--- src/include/tlpic_defs.svh ---
`ifndef TLPIC_DEFS_SVH
`define TLPIC_DEFS_SVH

// program counter width and vector addresses
`define TLPIC_PC_W 21
`define TLPIC_VEC_HIGH 21'h000008
`define TLPIC_VEC_LOW 21'h000018

// widest peripheral source group
`define TLPIC_PER_MAX 8

// register byte offsets on the slave bus
`define TLPIC_OFS_MAIN 5'h00
`define TLPIC_OFS_RCTL 5'h04
`define TLPIC_OFS_PFLAG 5'h08
`define TLPIC_OFS_PEN 5'h0C
`define TLPIC_OFS_PPRIO 5'h10
`define TLPIC_OFS_CPRIO 5'h14
`define TLPIC_OFS_STAT 5'h18

// interrupt_control_main field positions
`define TLPIC_B_GIE 7
`define TLPIC_B_PERIPHERAL_GROUP_ENABLE 6
`define TLPIC_B_T0IE 5
`define TLPIC_B_E0IE 4
`define TLPIC_B_PCIE 3
`define TLPIC_B_T0IF 2
`define TLPIC_B_E0IF 1
`define TLPIC_B_PCIF 0
// reset_control_reg field position
`define TLPIC_B_PRIORITY_MODE_ENABLE 7

// reset values
`define TLPIC_RST_MAIN 8'h00
`define TLPIC_RST_PFLAG 8'h00
`define TLPIC_RST_PEN 8'h00
`define TLPIC_RST_PPRIO 8'hFF
`define TLPIC_RST_CPRIO 2'h3

`endif

--- src/include/tlpic_pkg.sv ---
`include "tlpic_defs.svh"

package tlpic_pkg;

  typedef enum logic {BUS_IDLE, BUS_DONE} tlpic_bus_type;

  typedef enum logic [2:0] {
    SEL_MAIN, SEL_RCTL, SEL_PFLAG, SEL_PEN, SEL_PPRIO, SEL_CPRIO, SEL_STAT, SEL_NONE
  } tlpic_sel_type;

  typedef struct packed {
    logic [4:0] address;
    logic [3:0] byteenable;
    logic read;
    logic write;
    logic [31:0] writedata;
  } tlpic_avreq_type;

  typedef struct packed {
    logic pcLoad;
    logic [`TLPIC_PC_W-1:0] pcAddr;
    logic stackPush;
    logic [`TLPIC_PC_W-1:0] pushData;
  } tlpic_core_type;

  typedef struct packed {
    logic [7:0] intMain;
    logic prioMode;
    logic [`TLPIC_PER_MAX-1:0] perFlag;
    logic [`TLPIC_PER_MAX-1:0] perEn;
    logic [`TLPIC_PER_MAX-1:0] perPrio;
    logic [1:0] corePrio;
    logic inHigh;
    logic inLow;
    logic [2:0] extPipe;
    tlpic_bus_type busPh;
    logic [31:0] rdData;
    tlpic_core_type core;
  } tlpic_state_type;

endpackage

--- src/rtl/tlpic_ctrl.sv ---
`timescale 1ns/10ps
`default_nettype none

`include "tlpic_defs.svh"

module tlpic_ctrl #(
  parameter int NUM_PERIPH = `TLPIC_PER_MAX
) (
  input wire logic sys_clk, // instruction clock
  input wire logic resetn, // async reset, active low
  input wire logic clkEn, // freezes all state when low
  input wire tlpic_pkg::tlpic_avreq_type avsReq, // slave request
  output logic waitrequest, // slave stall
  output logic [31:0] readdata, // slave read data
  input wire logic timerZeroEvt, // timer 0 overflow pulse
  input wire logic extZeroPin, // external interrupt pin
  input wire logic portChangeEvt, // port mismatch level
  input wire logic [`TLPIC_PER_MAX-1:0] periphEvt, // peripheral events
  input wire logic [`TLPIC_PC_W-1:0] curPc, // return address
  input wire logic retIrq, // return_from_irq_instr executes
  output var tlpic_pkg::tlpic_core_type coreCtl, // pc load and push
  output logic inHighSvc, // high routine running
  output logic inLowSvc // low routine running
);
  import tlpic_pkg::*;

  if (NUM_PERIPH < 1 || NUM_PERIPH > `TLPIC_PER_MAX) begin : g_chk
    $error("NUM_PERIPH out of range");
  end

  localparam tlpic_state_type RST_STATE = '{
    intMain: `TLPIC_RST_MAIN,
    prioMode: 1'b0,
    perFlag: `TLPIC_RST_PFLAG,
    perEn: `TLPIC_RST_PEN,
    perPrio: `TLPIC_RST_PPRIO,
    corePrio: `TLPIC_RST_CPRIO,
    inHigh: 1'b0,
    inLow: 1'b0,
    extPipe: 3'h0,
    busPh: BUS_IDLE,
    rdData: 32'h0000_0000,
    core: '0
  };

  tlpic_state_type s_r;
  tlpic_state_type s_nxt;

  function automatic tlpic_sel_type regSel(input logic [4:0] a);
    logic [4:0] w;
    w = {a[4:2], 2'b00};
    case (w)
      `TLPIC_OFS_MAIN: regSel = SEL_MAIN;
      `TLPIC_OFS_RCTL: regSel = SEL_RCTL;
      `TLPIC_OFS_PFLAG: regSel = SEL_PFLAG;
      `TLPIC_OFS_PEN: regSel = SEL_PEN;
      `TLPIC_OFS_PPRIO: regSel = SEL_PPRIO;
      `TLPIC_OFS_CPRIO: regSel = SEL_CPRIO;
      `TLPIC_OFS_STAT: regSel = SEL_STAT;
      default: regSel = SEL_NONE;
    endcase
  endfunction

  logic [`TLPIC_PER_MAX-1:0] perReq;
  logic [`TLPIC_PER_MAX-1:0] perSet;
  logic [2:0] coreReq;
  logic [2:0] coreIsHi;
  logic extEdge;
  logic hiAny;
  logic loAny;
  logic compAny;
  logic takeHi;
  logic takeLo;
  logic [31:0] readMux;
  logic busReq;

  // sources beyond NUM_PERIPH never request, and their events never set a flag
  for (genvar i = 0; i < `TLPIC_PER_MAX; i++) begin : g_per
    if (i < NUM_PERIPH) begin : g_on
      assign perReq[i] = s_r.perFlag[i] & s_r.perEn[i];
      assign perSet[i] = periphEvt[i];
    end else begin : g_off
      assign perReq[i] = 1'b0;
      assign perSet[i] = 1'b0;
    end
  end

  // second and third pipe stages only: the first stage is a bare synchroniser
  assign extEdge = s_r.extPipe[1] & ~s_r.extPipe[2];

  assign coreReq = {
    s_r.intMain[`TLPIC_B_T0IF] & s_r.intMain[`TLPIC_B_T0IE],
    s_r.intMain[`TLPIC_B_E0IF] & s_r.intMain[`TLPIC_B_E0IE],
    s_r.intMain[`TLPIC_B_PCIF] & s_r.intMain[`TLPIC_B_PCIE]
  };
  // external 0 has no priority bit: always high level
  assign coreIsHi = {s_r.corePrio[1], 1'b1, s_r.corePrio[0]};

  assign hiAny = (|(coreReq & coreIsHi)) | (|(perReq & s_r.perPrio));
  assign loAny = (|(coreReq & ~coreIsHi)) | (|(perReq & ~s_r.perPrio));
  assign compAny = (|coreReq) | ((|perReq) & s_r.intMain[`TLPIC_B_PERIPHERAL_GROUP_ENABLE]);

  // a return in flight wins the cycle; the request is taken one cycle later
  always_comb begin
    if (s_r.prioMode) begin
      takeHi = !retIrq && hiAny && s_r.intMain[`TLPIC_B_GIE];
    end else begin
      takeHi = !retIrq && compAny && s_r.intMain[`TLPIC_B_GIE];
    end
  end

  // low waits for any high routine and loses a tie
  assign takeLo = !retIrq && s_r.prioMode && loAny && s_r.intMain[`TLPIC_B_PERIPHERAL_GROUP_ENABLE]
    && !s_r.inHigh && !takeHi;

  always_comb begin
    readMux = 32'h0000_0000;
    case (regSel(avsReq.address))
      SEL_MAIN: readMux[7:0] = s_r.intMain;
      SEL_RCTL: readMux[`TLPIC_B_PRIORITY_MODE_ENABLE] = s_r.prioMode;
      SEL_PFLAG: readMux[`TLPIC_PER_MAX-1:0] = s_r.perFlag;
      SEL_PEN: readMux[`TLPIC_PER_MAX-1:0] = s_r.perEn;
      SEL_PPRIO: readMux[`TLPIC_PER_MAX-1:0] = s_r.perPrio;
      SEL_CPRIO: readMux[1:0] = s_r.corePrio;
      SEL_STAT: readMux[1:0] = {s_r.inLow, s_r.inHigh};
      default: readMux = 32'h0000_0000;
    endcase
  end

  // either strobe opens an access; the master never raises both
  assign busReq = avsReq.read | avsReq.write;

  always_comb begin
    s_nxt = s_r;
    s_nxt.core.pcLoad = 1'b0;
    s_nxt.core.stackPush = 1'b0;
    s_nxt.extPipe = {s_r.extPipe[1:0], extZeroPin};

    // one wait state; write lands at the edge waitrequest is low
    case (s_r.busPh)
      BUS_IDLE: begin
        if (busReq) begin
          s_nxt.busPh = BUS_DONE;
          s_nxt.rdData = avsReq.read ? readMux : 32'h0000_0000;
        end
      end
      BUS_DONE: begin
        s_nxt.busPh = BUS_IDLE;
        if (avsReq.write && avsReq.byteenable[0]) begin
          case (regSel(avsReq.address))
            SEL_MAIN: s_nxt.intMain = avsReq.writedata[7:0];
            SEL_RCTL: s_nxt.prioMode = avsReq.writedata[`TLPIC_B_PRIORITY_MODE_ENABLE];
            SEL_PFLAG: s_nxt.perFlag = avsReq.writedata[`TLPIC_PER_MAX-1:0];
            SEL_PEN: s_nxt.perEn = avsReq.writedata[`TLPIC_PER_MAX-1:0];
            SEL_PPRIO: s_nxt.perPrio = avsReq.writedata[`TLPIC_PER_MAX-1:0];
            SEL_CPRIO: s_nxt.corePrio = avsReq.writedata[1:0];
            default: s_nxt.busPh = BUS_IDLE;
          endcase
        end
      end
      default: s_nxt.busPh = BUS_IDLE;
    endcase

    // events after the bus write: a set in the clearing cycle survives
    if (timerZeroEvt) begin
      s_nxt.intMain[`TLPIC_B_T0IF] = 1'b1;
    end
    if (extEdge) begin
      s_nxt.intMain[`TLPIC_B_E0IF] = 1'b1;
    end
    if (portChangeEvt) begin
      s_nxt.intMain[`TLPIC_B_PCIF] = 1'b1;
    end
    s_nxt.perFlag = s_nxt.perFlag | perSet;

    // hardware enable updates override a same-cycle software write
    if (takeHi || takeLo) begin
      s_nxt.core.pcLoad = 1'b1;
      s_nxt.core.stackPush = 1'b1;
      s_nxt.core.pushData = curPc;
      s_nxt.core.pcAddr = takeLo ? `TLPIC_VEC_LOW : `TLPIC_VEC_HIGH;
    end
    if (takeHi) begin
      s_nxt.intMain[`TLPIC_B_GIE] = 1'b0;
      s_nxt.inHigh = 1'b1;
    end
    if (takeLo) begin
      s_nxt.intMain[`TLPIC_B_PERIPHERAL_GROUP_ENABLE] = 1'b0;
      s_nxt.inLow = 1'b1;
    end

    // return closes the innermost routine
    if (retIrq) begin
      if (!s_r.prioMode || s_r.inHigh || !s_r.inLow) begin
        s_nxt.intMain[`TLPIC_B_GIE] = 1'b1;
        s_nxt.inHigh = 1'b0;
        if (!s_r.prioMode) begin
          s_nxt.inLow = 1'b0;
        end
      end else begin
        s_nxt.intMain[`TLPIC_B_PERIPHERAL_GROUP_ENABLE] = 1'b1;
        s_nxt.inLow = 1'b0;
      end
    end
  end

  // clkEn low freezes every bit, so an event pulse in a frozen cycle is dropped
  always_ff @(posedge sys_clk or negedge resetn) begin
    if (!resetn) begin
      s_r <= RST_STATE;
    end else if (clkEn) begin
      s_r <= s_nxt;
    end
  end

  // one wait state per access, longer while clkEn is low
  assign waitrequest = busReq && (s_r.busPh == BUS_IDLE);
  assign readdata = s_r.rdData;
  assign coreCtl = s_r.core;
  assign inHighSvc = s_r.inHigh;
  assign inLowSvc = s_r.inLow;
endmodule // tlpic_ctrl

`default_nettype wire

--- config.mk ---
export PLATFORM = sky130hd
export DESIGN_NAME = tlpic_ctrl
export DESIGN_NICKNAME = d
export VERILOG_FILES = /design/src/include/tlpic_pkg.sv /design/src/rtl/tlpic_ctrl.sv
export VERILOG_INCLUDE_DIRS = /design/src /design/src/include
export SDC_FILE = /design/constraint.sdc
export NUM_CORES = 1
export LEC_CHECK = 0
export BUFFER_PORTS_ARGS = -buffer_cell sky130_fd_sc_hd__buf_2
export CAP_MARGIN = 15
export CORE_UTILIZATION = 37
export CTS_BUF_LIST = sky130_fd_sc_hd__clkbuf_8
export CTS_CLUSTER_SIZE = 16
export DETAILED_ROUTE_END_ITERATION = 8
export PLACE_DENSITY = 0.65
export SETUP_SLACK_MARGIN = 0.3
export SKIP_LAST_GASP = 1
export SLEW_MARGIN = 5
export SYNTH_ARGS = -nofsm -noshare
export SYNTH_HDL_FRONTEND = slang
export SYNTH_SLANG_ARGS = --single-unit
export TNS_END_PERCENT = 1
--- constraint.sdc ---
create_clock -name sys_clk -period 1.9 [get_ports sys_clk]
set_clock_uncertainty 0.05 [all_clocks]
set_input_delay 0.285 -clock sys_clk [delete_from_list [all_inputs] [get_ports sys_clk]]
set_output_delay 0.285 -clock sys_clk [all_outputs]
set_load 0.005 [all_outputs]
==> metrics.md, run 1 <==
| Metric | Value |
|---|---|
| Sequential area share after synthesis | 44.34% |
| Antenna viol nets, final | 0 |
| Die width | 107.9 um |
| CP endpoint kind | register |
| Sink Count | 73 |
| Syn avg cell area | about 11 um^2 |
| Most frequent cells in the layout | buf_2, dfrtp_1, conb_1, buf_4, nand2_1 |
| Via count | 3049 |
| First-pass GRT wire length | 15880 um |
| Max_cap viols | 0 |
| Share of layout cells above drive strength 1 | about two fifths |
| Initial Util | a little under two fifths |
| Most common cell after layout, fill and taps aside | buf_2 |
| Layout Cells excl Fill | roughly 630 |
| Final instance area | 0.004852 mm^2 |
| Residual DRC | 0 |
| Fmax | 462.2 MHz |
| DP Area | ~0.0046 mm^2 |
| CTS Buf Count | 9 |
| Peak supply drop | 401.0 uV |
| Slowest CP cell | dfstp_2 |
| Clk root buf | clkbuf_8 |
| Fraction of registers with async set/reset | 100.0% |
| GRT overflow | 0 |
| CP bufs+invs | 2 |
| Crit Path Class | reg -> reg |
| DIE AREA | about 0.012 mm^2 |
| Ports | about 160 |
| CTS HTree Levels | 3 |
| Synth Instances | ~390 |
| Core Box Area | about 0.011 mm^2 |
| Via density per instance | 4.832 |
| Outcome | finished with violations |
| Routability cong. | slightly below 0.9 |
| Largest stage delay, worst path | roughly 0.56 ns |
| Minimum clock period | approximately 2.2 ns |
| Worst hold path class | in -> reg |
| Largest net degree at the start of global routing | 40 |
| CTS tree | built |
| Dpl hpwl | 7374 um |
| I/O Buffers | 85 |
| Drt first pass iters | 4 |
| Crit start category | register |
| Post-Route WL | a little under 10000 um |
| Number of diodes | 0 |
| Worst Setup Slack, final | -0.2637 ns |
| Failing checks | setup timing |
| Most used DFF post-synth | dfrtp_1 |
| Total power | slightly below 5000 uW |
| Initial antenna violation count | 0 |
| Pins Over Slew Limit | 0 |
| Leak | 0.002354 uW |
| Final Cycle Share | 113.9% |
| Setup repair bufs after CTS | 0 |
| Critical path required time | about 2.1 ns |
| Die Y | between 100 and 150 um |
| Total track usage | 18.08% |
| Worst EP arrival | about 2.4 ns |
| Setup-failing EPs final | 24 |
| Syn Std Cell Area | around 0.0041 mm^2 |
| Worst-path cell chain | nand3b_1 > o2111ai_1 > nor4_2 > buf_4 > nor4b_2 > o21ai_2 > buf_12 > mux2_2 |
| Synth warn | 0 |
| Rows | 38 |
| Synth unique cells | 45 |
| Initial DRC Count | between 150 and 200 |
| Vias in the first global route | roughly 3100 |
| Setup TNS | -5.242 ns |
| RSZ-0062 raised after global routing | true |
| Yosys reg bits | 73 |
| Wire length per cell | about 16 um |
| Pwr dens | 1015 mW/mm^2 |
| Post-Place Cells | 614 |
| Largest delay share family, worst path | flip-flops |
| Worst-path clk slew | 0.08 ns |
| Area Overhead vs Synth | 16.98% |
| NumNets Final | 565 |
| Number of synthesized flops with an enable pin | 0 |
| Critical Path Fanout Max | 23 |
| Skew-Pair Late Insertion Delay | between 0.3 and 0.4 ns |
| CTS Buffer Depth | 2 |
| Final Hold Vio Count | 0 |
[layout make-up]
type	instances	area [um^2]
Multi-Input combinational cell	267	1808
Timing Repair Buffer	129	785.8
Clock buffer	10	137.6
Tap cell	140	175.2
Fill cell	1066	6036
Sequential cell	73	1839
Clock inverter	6	83.83
Inverter	6	22.52
[flip-flops by register name, indices dropped and copies added (netlist names)]
register and flops:
coreCtl 24, coreIsHi 2, inHighSvc 1, inLowSvc 1, readdata 8, s_nxt 2, s_r 35
[through the flow]
step	setup slack [ns]	utilization, %	hold WS, ns
5_1_grt	-0.3751	44.56	0.08695
6_report	-0.2637	44.56	0.1039
2_1_floorplan	-0.06900	-	-0.06059
4_1_cts	-0.2672	44.56	0.08327
3_3_place_gp	-0.3718	42.38	0.2208
3_5_place_dp	-0.3383	42.38	0.2150
[cell usage after synthesis, types with 5 or more instances]
cell      number  area share [%]
mux2_2        28             7.6
nand3_1       11             1.3
dfrtp_1       63              38
a221o_1        9             2.2
nand2_1       35             3.2
nand3b_1       5            0.91
o21ai_0       11             1.3
a22oi_1        5            0.91
mux2_4        18             6.5
inv_1          6            0.54
nor2_1        18             1.6
o22ai_1        6            0.91
dfstp_2       10             6.3
clkbuf_1       7            0.63
a21oi_1       20             2.4
nor2b_1       11             1.7
mux2i_1        8             1.9
buf_4         76              14
[worst paths after layout]
| kind | from | cells past startpoint | end | slack [ns] |
|---|---|---|---|---|
| min | curPc[19] | 2 | coreCtl[19] | 0.10 |
| max reg2reg | s_r[86] | 8 | coreCtl[20] | -0.26 |
| max in group asynchronous | resetn | 3 | s_r[90] | 0.81 |
| max | s_r[86] | 8 | coreCtl[20] | -0.26 |
| min reg2reg | coreCtl[25] | 1 | coreCtl[25] | 0.42 |
| min in group asynchronous | resetn | 2 | s_r[100] | 0.37 |
[metal layers]
metal  global-route usage, %  wire length, um  share of wire [%]  vias to the layer above
met2                   28.71             4739                 48                      120
met1                   23.24             4273                 44                     1473
met4                   8.611              170                1.7                        0
li1                        -                -                  -                     1443
met5                       0                0                  0                        -
met3                   4.056              619                6.3                       13
[cells by family after synthesis]
kind of cell | Yosys count | synth area share, %
AND/OR/NAND/NOR | 104 | 12.67
XOR/XNOR | 1 | 0.2112
AO/OA/AOI/OAI | 65 | 10.62
flip-flops | 73 | 44.34
buffers and inverters | 96 | 16.02
multiplexers | 54 | 16.05
other | 1 | 0.09041
[power by group]
group	switching (uW)	total [uW]	internal, uW	leakage [uW]
Clock	581	1350	768	0.000110
Sequential	239	2170	1930	0.000857
Combinational	572	1410	837	0.00139
[what timing repair did]
| item | 4_1_cts | 5_1_grt |
|---|---|---|
| hold endpoints to repair | 28 | 0 |
| setup endpoints to repair | 37 | 51 |
| hold buffers | 1 | 0 |
| pin swaps | 0 | 0 |
| gates resized for setup | 1 | 0 |
Power figures use the tool's default switching activity.
==> inputs of run 2 (changes only) <==
--- a/config.mk
+++ b/config.mk
@@ -13,6 +13,7 @@
 export CTS_CLUSTER_SIZE = 16
 export DETAILED_ROUTE_END_ITERATION = 8
 export PLACE_DENSITY = 0.65
+export RECOVER_POWER = 100
 export SETUP_SLACK_MARGIN = 0.3
 export SKIP_LAST_GASP = 1
 export SLEW_MARGIN = 5
==> run 2 against run 1 <==
Non-clock buffer count stayed put. Largest cell class unchanged. Sequential power hardly changed. Routed wire length is 1.1% higher. Worst hold slack worse by 0.0022 ns. Design area is 1.6% lower. Global-route usage stayed put. Register-to-register slack hardly changed. Highest routed layer unchanged. Power is 0.78% lower. Die area stayed put. The run still ends with setup timing left.
==> metrics.md, run 2 (synthesized netlist as in run 1, its figures left out) <==
| Metric | Value |
|---|---|
| Minimum clock period | between 2 and 2.5 ns |
| CP endpoint kind | register |
| Multi-input logic area | 0.001803 mm^2 |
| Die Y | 107.9 um |
| Final instance area | approximately 0.0048 mm^2 |
| Routability cong. | ~0.88 |
| Leak | between 0.002 and 0.0025 uW |
| Final Hold Vio Count | 0 |
| CTS Buffer Depth | 2 |
| Post-Route WL | around 9900 um |
| Vias in the first global route | roughly 3100 |
| Core Box Area | approximately 0.011 mm^2 |
| Worst EP arrival | between 2 and 2.5 ns |
| Die width | 107.9 um |
| Net Sw Power | approximately 1400 uW |
| Worst-path cell chain | nand3b_1 > o2111ai_1 > nor4_2 > buf_4 > nor4b_2 > o21ai_2 > buf_12 > mux2_2 |
| Worst-path clk slew | about 0.08 ns |
| Setup TNS | -5.449 ns |
| Setup-failing EPs final | 24 |
| Seq. cell area | between 0.0015 and 0.002 mm^2 |
| Largest register by flop count | s_r |
| Pwr dens | 1023 mW/mm^2 |
| Outcome | finished with violations |
| Total power | approximately 5000 uW |
| DIE AREA | roughly 0.012 mm^2 |
| Largest delay share family, worst path | flip-flops |
| Critical Path Fanout Max | 23 |
| Number of diodes | 0 |
| Largest net degree at the start of global routing | 40 |
| Crit Path Class | reg -> reg |
| Initial Util | roughly two fifths |
| Share of layout cells above drive strength 1 | roughly 36% |
| Most frequent cells in the layout | dfrtp_1, buf_2, conb_1, nand2_1, buf_4 |
| Clk root buf | clkbuf_8 |
| Max_cap viols | 0 |
| FF-to-FF End | coreCtl[20] |
| Pins Over Slew Limit | 0 |
| Largest stage delay, worst path | around 0.56 ns |
| Fmax | between 400 and 500 MHz |
| Largest register FFs | 35 |
| Ports | 158 |
| Skew-Pair Late Insertion Delay | about 0.36 ns |
| I/O Buffers | 85 |
| Sequential power share | approximately 44% |
| Rows | 38 |
| RSZ-0062 raised after global routing | true |
| First-pass GRT wire length | between 15000 and 20000 um |
| CP bufs+invs | 2 |
| Critical path required time | ~2.1 ns |
| Combinational share of power | around 28% |
| Initial antenna violation count | 0 |
| Sink Count | 73 |
| Final Cycle Share | 114.4% |
| Dpl hpwl | 7374 um |
| Antenna viol nets, final | 0 |
| Most common cell after layout, fill and taps aside | dfrtp_1 |
| CTS HTree Levels | 3 |
| Cell count of the worst reg-to-reg path | 8 |
| Via count | slightly above 3000 |
| Setup WS pre-CTS | -0.3383 ns |
| Hold slack | approximately 0.10 ns |
| Origin of the critical flop-to-flop path | s_r[86] |
| Slowest CP cell | dfstp_2 |
| Area Overhead vs Synth | 15.14% |
| Crit start category | register |
| CTS tree | built |
| Worst hold path class | in -> reg |
| Wire length per cell | 15.70 um |
| Worst Setup Slack, final | -0.2733 ns |
| Hold Path Depth | 2 |
| Initial DRC Count | between 100 and 150 |
| WHS Endpoint | coreCtl[19] |
| Power Internal | about 3500 uW |
| FILL cells | ~1100 |
| Drt first pass iters | 4 |
| Peak supply drop | a little under 400 uV |
| Switching Fraction | approximately 29% |
| DP Area | about 0.0046 mm^2 |
| CTS Buf Count | 9 |
| Clock network power share | about 28% |
| Failing checks | setup timing |
| Via density per instance | a little under 5 |
| Slew HR | 44.57% |
| Total track usage | between 10% and 20% |
| Reg2Reg Setup Slack | -0.27 ns |
| GRT overflow | 0 |
| Residual DRC | 0 |
| Worst-Margin Slew | 0.8314 ns |
| NumNets Final | roughly 570 |
| Hold path startpoint | curPc[19] |
-- run 2: cell types whose count changed in the layout (fill, tap and decap cells not counted) --
cell / change
clkbuf_4: +3
nor3b_1: +1
buf_12: -1
buf_4: -11
buf_2: -22
clkbuf_2: +2
nor3b_2: -1
clkbuf_1: +29
-- run 2: repair_timing --
action / 4_1_cts / 5_1_grt
hold buffers: 1 / 0
gates resized for setup: 1 / 0
pin swaps: 0 / 0
hold endpoints to repair: 28 / 0
setup endpoints to repair: 37 / 51
buffers inserted: 0 / 0
-- run 2: per-layer routing --
layer	GRT usage (%)	up-vias	part of all wire, %
li1	-	1447	-
met1	23.24	1498	43
met2	28.71	128	48
met3	4.056	15	6.9
met4	8.611	0	2.3
met5	0	-	0
-- run 2: worst max path at each step --
stage,from,end,slack [ns],depth (start not counted)
after floorplan,s_r[88],coreCtl[10],-0.07,7
after global placement,s_r[86],coreCtl[20],-0.37,8
after detailed placement,s_r[86],coreCtl[20],-0.34,8
after CTS,s_r[86],coreCtl[20],-0.27,8
after global routing,s_r[86],coreCtl[20],-0.38,8
final,s_r[86],coreCtl[20],-0.27,8
-- run 2: final cells by class --
| type | instances | area share, % |
|---|---|---|
| flip-flops and latches | 73 | 38.51 |
| inverters | 6 | 0.4716 |
| well taps | 140 | 3.668 |
| clock inverters | 6 | 1.755 |
| repair buffers | 129 | 14.96 |
| clock buffers | 10 | 2.882 |
| multi-input cells | 267 | 37.75 |
-- run 2: stage by stage --
stage	utilization [%]	std cells
floorplan	-	436
global placement	42.38	614
detailed placement	42.38	614
CTS	44.56	631
global route	43.86	631
finish	43.86	631
-- run 2: power groups by stage --
stage,clock (uW),combinational (uW),sequential [uW]
finish,1350,1370,2170
floorplan,0,1210,2130
global route,1450,1520,2220
global placement,0,1380,2170
CTS,1390,1430,2160
detailed placement,0,1410,2190
==> inputs of run 3 (changes only) <==
--- a/config.mk
+++ b/config.mk
@@ -6,13 +6,14 @@
 export SDC_FILE = /design/constraint.sdc
 export NUM_CORES = 1
 export LEC_CHECK = 0
-export BUFFER_PORTS_ARGS = -buffer_cell sky130_fd_sc_hd__buf_2
 export CAP_MARGIN = 15
+export CORE_ASPECT_RATIO = 1.1
 export CORE_UTILIZATION = 37
 export CTS_BUF_LIST = sky130_fd_sc_hd__clkbuf_8
 export CTS_CLUSTER_SIZE = 16
 export DETAILED_ROUTE_END_ITERATION = 8
-export PLACE_DENSITY = 0.65
+export DONT_BUFFER_PORTS = 1
+export PLACE_DENSITY = 0.52
 export RECOVER_POWER = 100
 export SETUP_SLACK_MARGIN = 0.3
 export SKIP_LAST_GASP = 1
==> run 3 against run 2 <==
The run ends with hold timing, setup timing left. Largest power group unchanged. Worst hold slack got worse by 0.54 ns. Maximum frequency increased by 0.74%. Routed wire length decreased by 1.9%. Global-route usage shrank 1.1 points. Worst setup slack improved by 0.016 ns. Power shrank 9.0%. Combinational power decreased by 24%.
==> metrics.md, run 3 (synthesized netlist as in run 1, its figures left out) <==
| Metric | Value |
|---|---|
| Outcome | finished with violations |
| Failing checks | hold timing, setup timing |
| Setup-failing EPs final | 23 |
| Largest register FFs | 35 |
| Worst-path clk slew | 0.08 ns |
| Number of diodes | 0 |
| Final Hold Vio Count | 73 |
| Via density per instance | about 5.0 |
| Die Y | ~110 um |
| Initial Util | between 30% and 40% |
| Setup WS pre-CTS | -0.3547 ns |
| Max_cap viols | 0 |
| Slew HR | around 61% |
| CTS tree | built |
| Power Internal | 3185 uW |
| Pwr dens | between 900 and 1000 mW/mm^2 |
| DIE AREA | roughly 0.012 mm^2 |
| Hold slack | -0.4351 ns |
| Ports | about 160 |
| Die width | ~100 um |
| Largest register by flop count | s_r |
| FF-to-FF End | coreCtl[3] |
| Crit Path Class | reg -> reg |
| Leak | roughly 0.002 uW |
| Residual DRC | 0 |
| Worst hold path class | in -> async |
| DP Area | between 0.004 and 0.005 mm^2 |
| Final Cycle Share | 113.5% |
| Rows | 40 |
| Cell count of the worst reg-to-reg path | 9 |
| Peak supply drop | about 460 uV |
| Worst Setup Slack, final | -0.2574 ns |
| Critical path required time | about 2.1 ns |
| Initial antenna violation count | 0 |
| Origin of the critical flop-to-flop path | s_r[90] |
| Clock network power share | 26.5% |
| CTS HTree Levels | 3 |
| Core Box Area | 0.01091 mm^2 |
| Combinational share of power | approximately a quarter |
| Post-Route WL | around 10000 um |
| Initial DRC Count | between 150 and 200 |
| Sink Count | 73 |
| Dpl hpwl | between 6000 and 7000 um |
| Critical Path Source | s_r[90] |
| Share of layout cells above drive strength 1 | 29.05% |
| RSZ-0062 raised after global routing | true |
| I/O Buffers | 0 |
| Most frequent cells in the layout | dfrtp_1, conb_1, nand2_1, buf_4, mux2_2 |
| CTS Buffer Depth | 2 |
| Worst EP arrival | ~2.4 ns |
| Critical Path Fanout Max | 10 |
| Drt first pass iters | 4 |
| GRT overflow | 0 |
| Fmax | ~460 MHz |
| Area Overhead vs Synth | 9.020% |
| Antenna viol nets, final | 0 |
| Total track usage | between 15 and 20% |
| Switching Fraction | between 20% and 30% |
| Pins Over Slew Limit | 0 |
| Reg2Reg Setup Slack | -0.26 ns |
| Hold buffers post-CTS | 12 |
| Net Sw Power | around 1300 uW |
| Minimum clock period | between 2 and 2.5 ns |
| Clk root buf | clkbuf_8 |
| Via count | ~2800 |
| Skew-Pair Late Insertion Delay | about 0.36 ns |
| Worst-Margin Slew | ~0.58 ns |
| First-pass GRT wire length | 14630 um |
| Crit start category | register |
| Vias in the first global route | about 2700 |
| Sequential power share | 50.0% |
| CP endpoint kind | register |
| Largest net degree at the start of global routing | 74 |
| Wire length per cell | approximately 17 um |
| Post-layout util | about two fifths |
| Most common cell after layout, fill and taps aside | dfrtp_1 |
| Final instance area | 0.004522 mm^2 |
| NumNets Final | a little under 500 |
| CTS Buf Count | 9 |
| Routability cong. | about 0.87 |
==> run 3: cell types whose count changed in the layout (fill, tap and decap cells not counted), sizes merged <==
cell,delta
bufinv,-1
buf,-58
dlygate4sd3,+11
clkbuf,-24
clkinvlp,+1
==> run 3: per-layer routing <==
layer / track usage (%) / vias to the layer above / routed length (um) / part of all wire [%]
met2: 25.42 / 110 / 4531 / 47
met3: 4.324 / 12 / 633 / 6.5
met4: 6.948 / 0 / 163 / 1.7
li1: - / 1314 / - / -
met5: 0 / - / 0 / 0
met1: 23.19 / 1396 / 4392 / 45
==> run 3: worst max-delay path by stage <==
stage / slack (ns) / cells after the start / end
floorplan: -0.07 / 7 / coreCtl[10]
global placement: -0.34 / 8 / coreCtl[2]
detailed placement: -0.35 / 8 / coreCtl[3]
CTS: -0.27 / 8 / coreCtl[3]
global route: -0.30 / 9 / coreCtl[3]
finish: -0.26 / 9 / coreCtl[3]
==> run 3: what timing repair did <==
item / in CTS / in global routing
gates resized for setup: 1 / 4
gates cloned: 0 / 1
endpoints found under the setup margin: 44 / 52
buffers inserted: 0 / 2
pin swaps: 0 / 3
hold endpoints to repair: 88 / 73
==> run 3: final cells by class <==
type                    instances  area, um^2
flip-flops and latches         73        1842
multi-input cells             267        1818
clock buffers                   9       123.9
well taps                     147       183.9
clock inverters                 6       61.31
fillers                      1068        6389
inverters                       6       22.52
repair buffers                 59       470.5
==> run 3: metrics by stage <==
stage,TNS [ns],cells,total power (uW)
6_report,-5.091,567,4446
5_1_grt,-6.274,567,4694
4_1_cts,-5.090,564,4475
3_5_place_dp,-6.798,537,3238
3_3_place_gp,-6.661,537,3205
2_1_floorplan,-1.146,436,3338
==> run 3: critical path, cell delays in order (launching register included) <==
cell and delay, ns:
dfstp_2 0.52, nand3b_1 0.14, o2111ai_2 0.15, nor4_2 0.21, buf_4 0.17, nor4b_2 0.05, o21ai_2 0.15, buf_4 0.14
buf_12 0.14, mux2_2 0.33
==> run 3: power groups by stage <==
stage | Clock [uW] | Combinational, uW | Sequential, uW
2_1_floorplan | 0 | 1210 | 2130
3_3_place_gp | 0 | 961 | 2240
3_5_place_dp | 0 | 981 | 2260
4_1_cts | 1230 | 1020 | 2230
5_1_grt | 1290 | 1140 | 2270
6_report | 1180 | 1040 | 2220
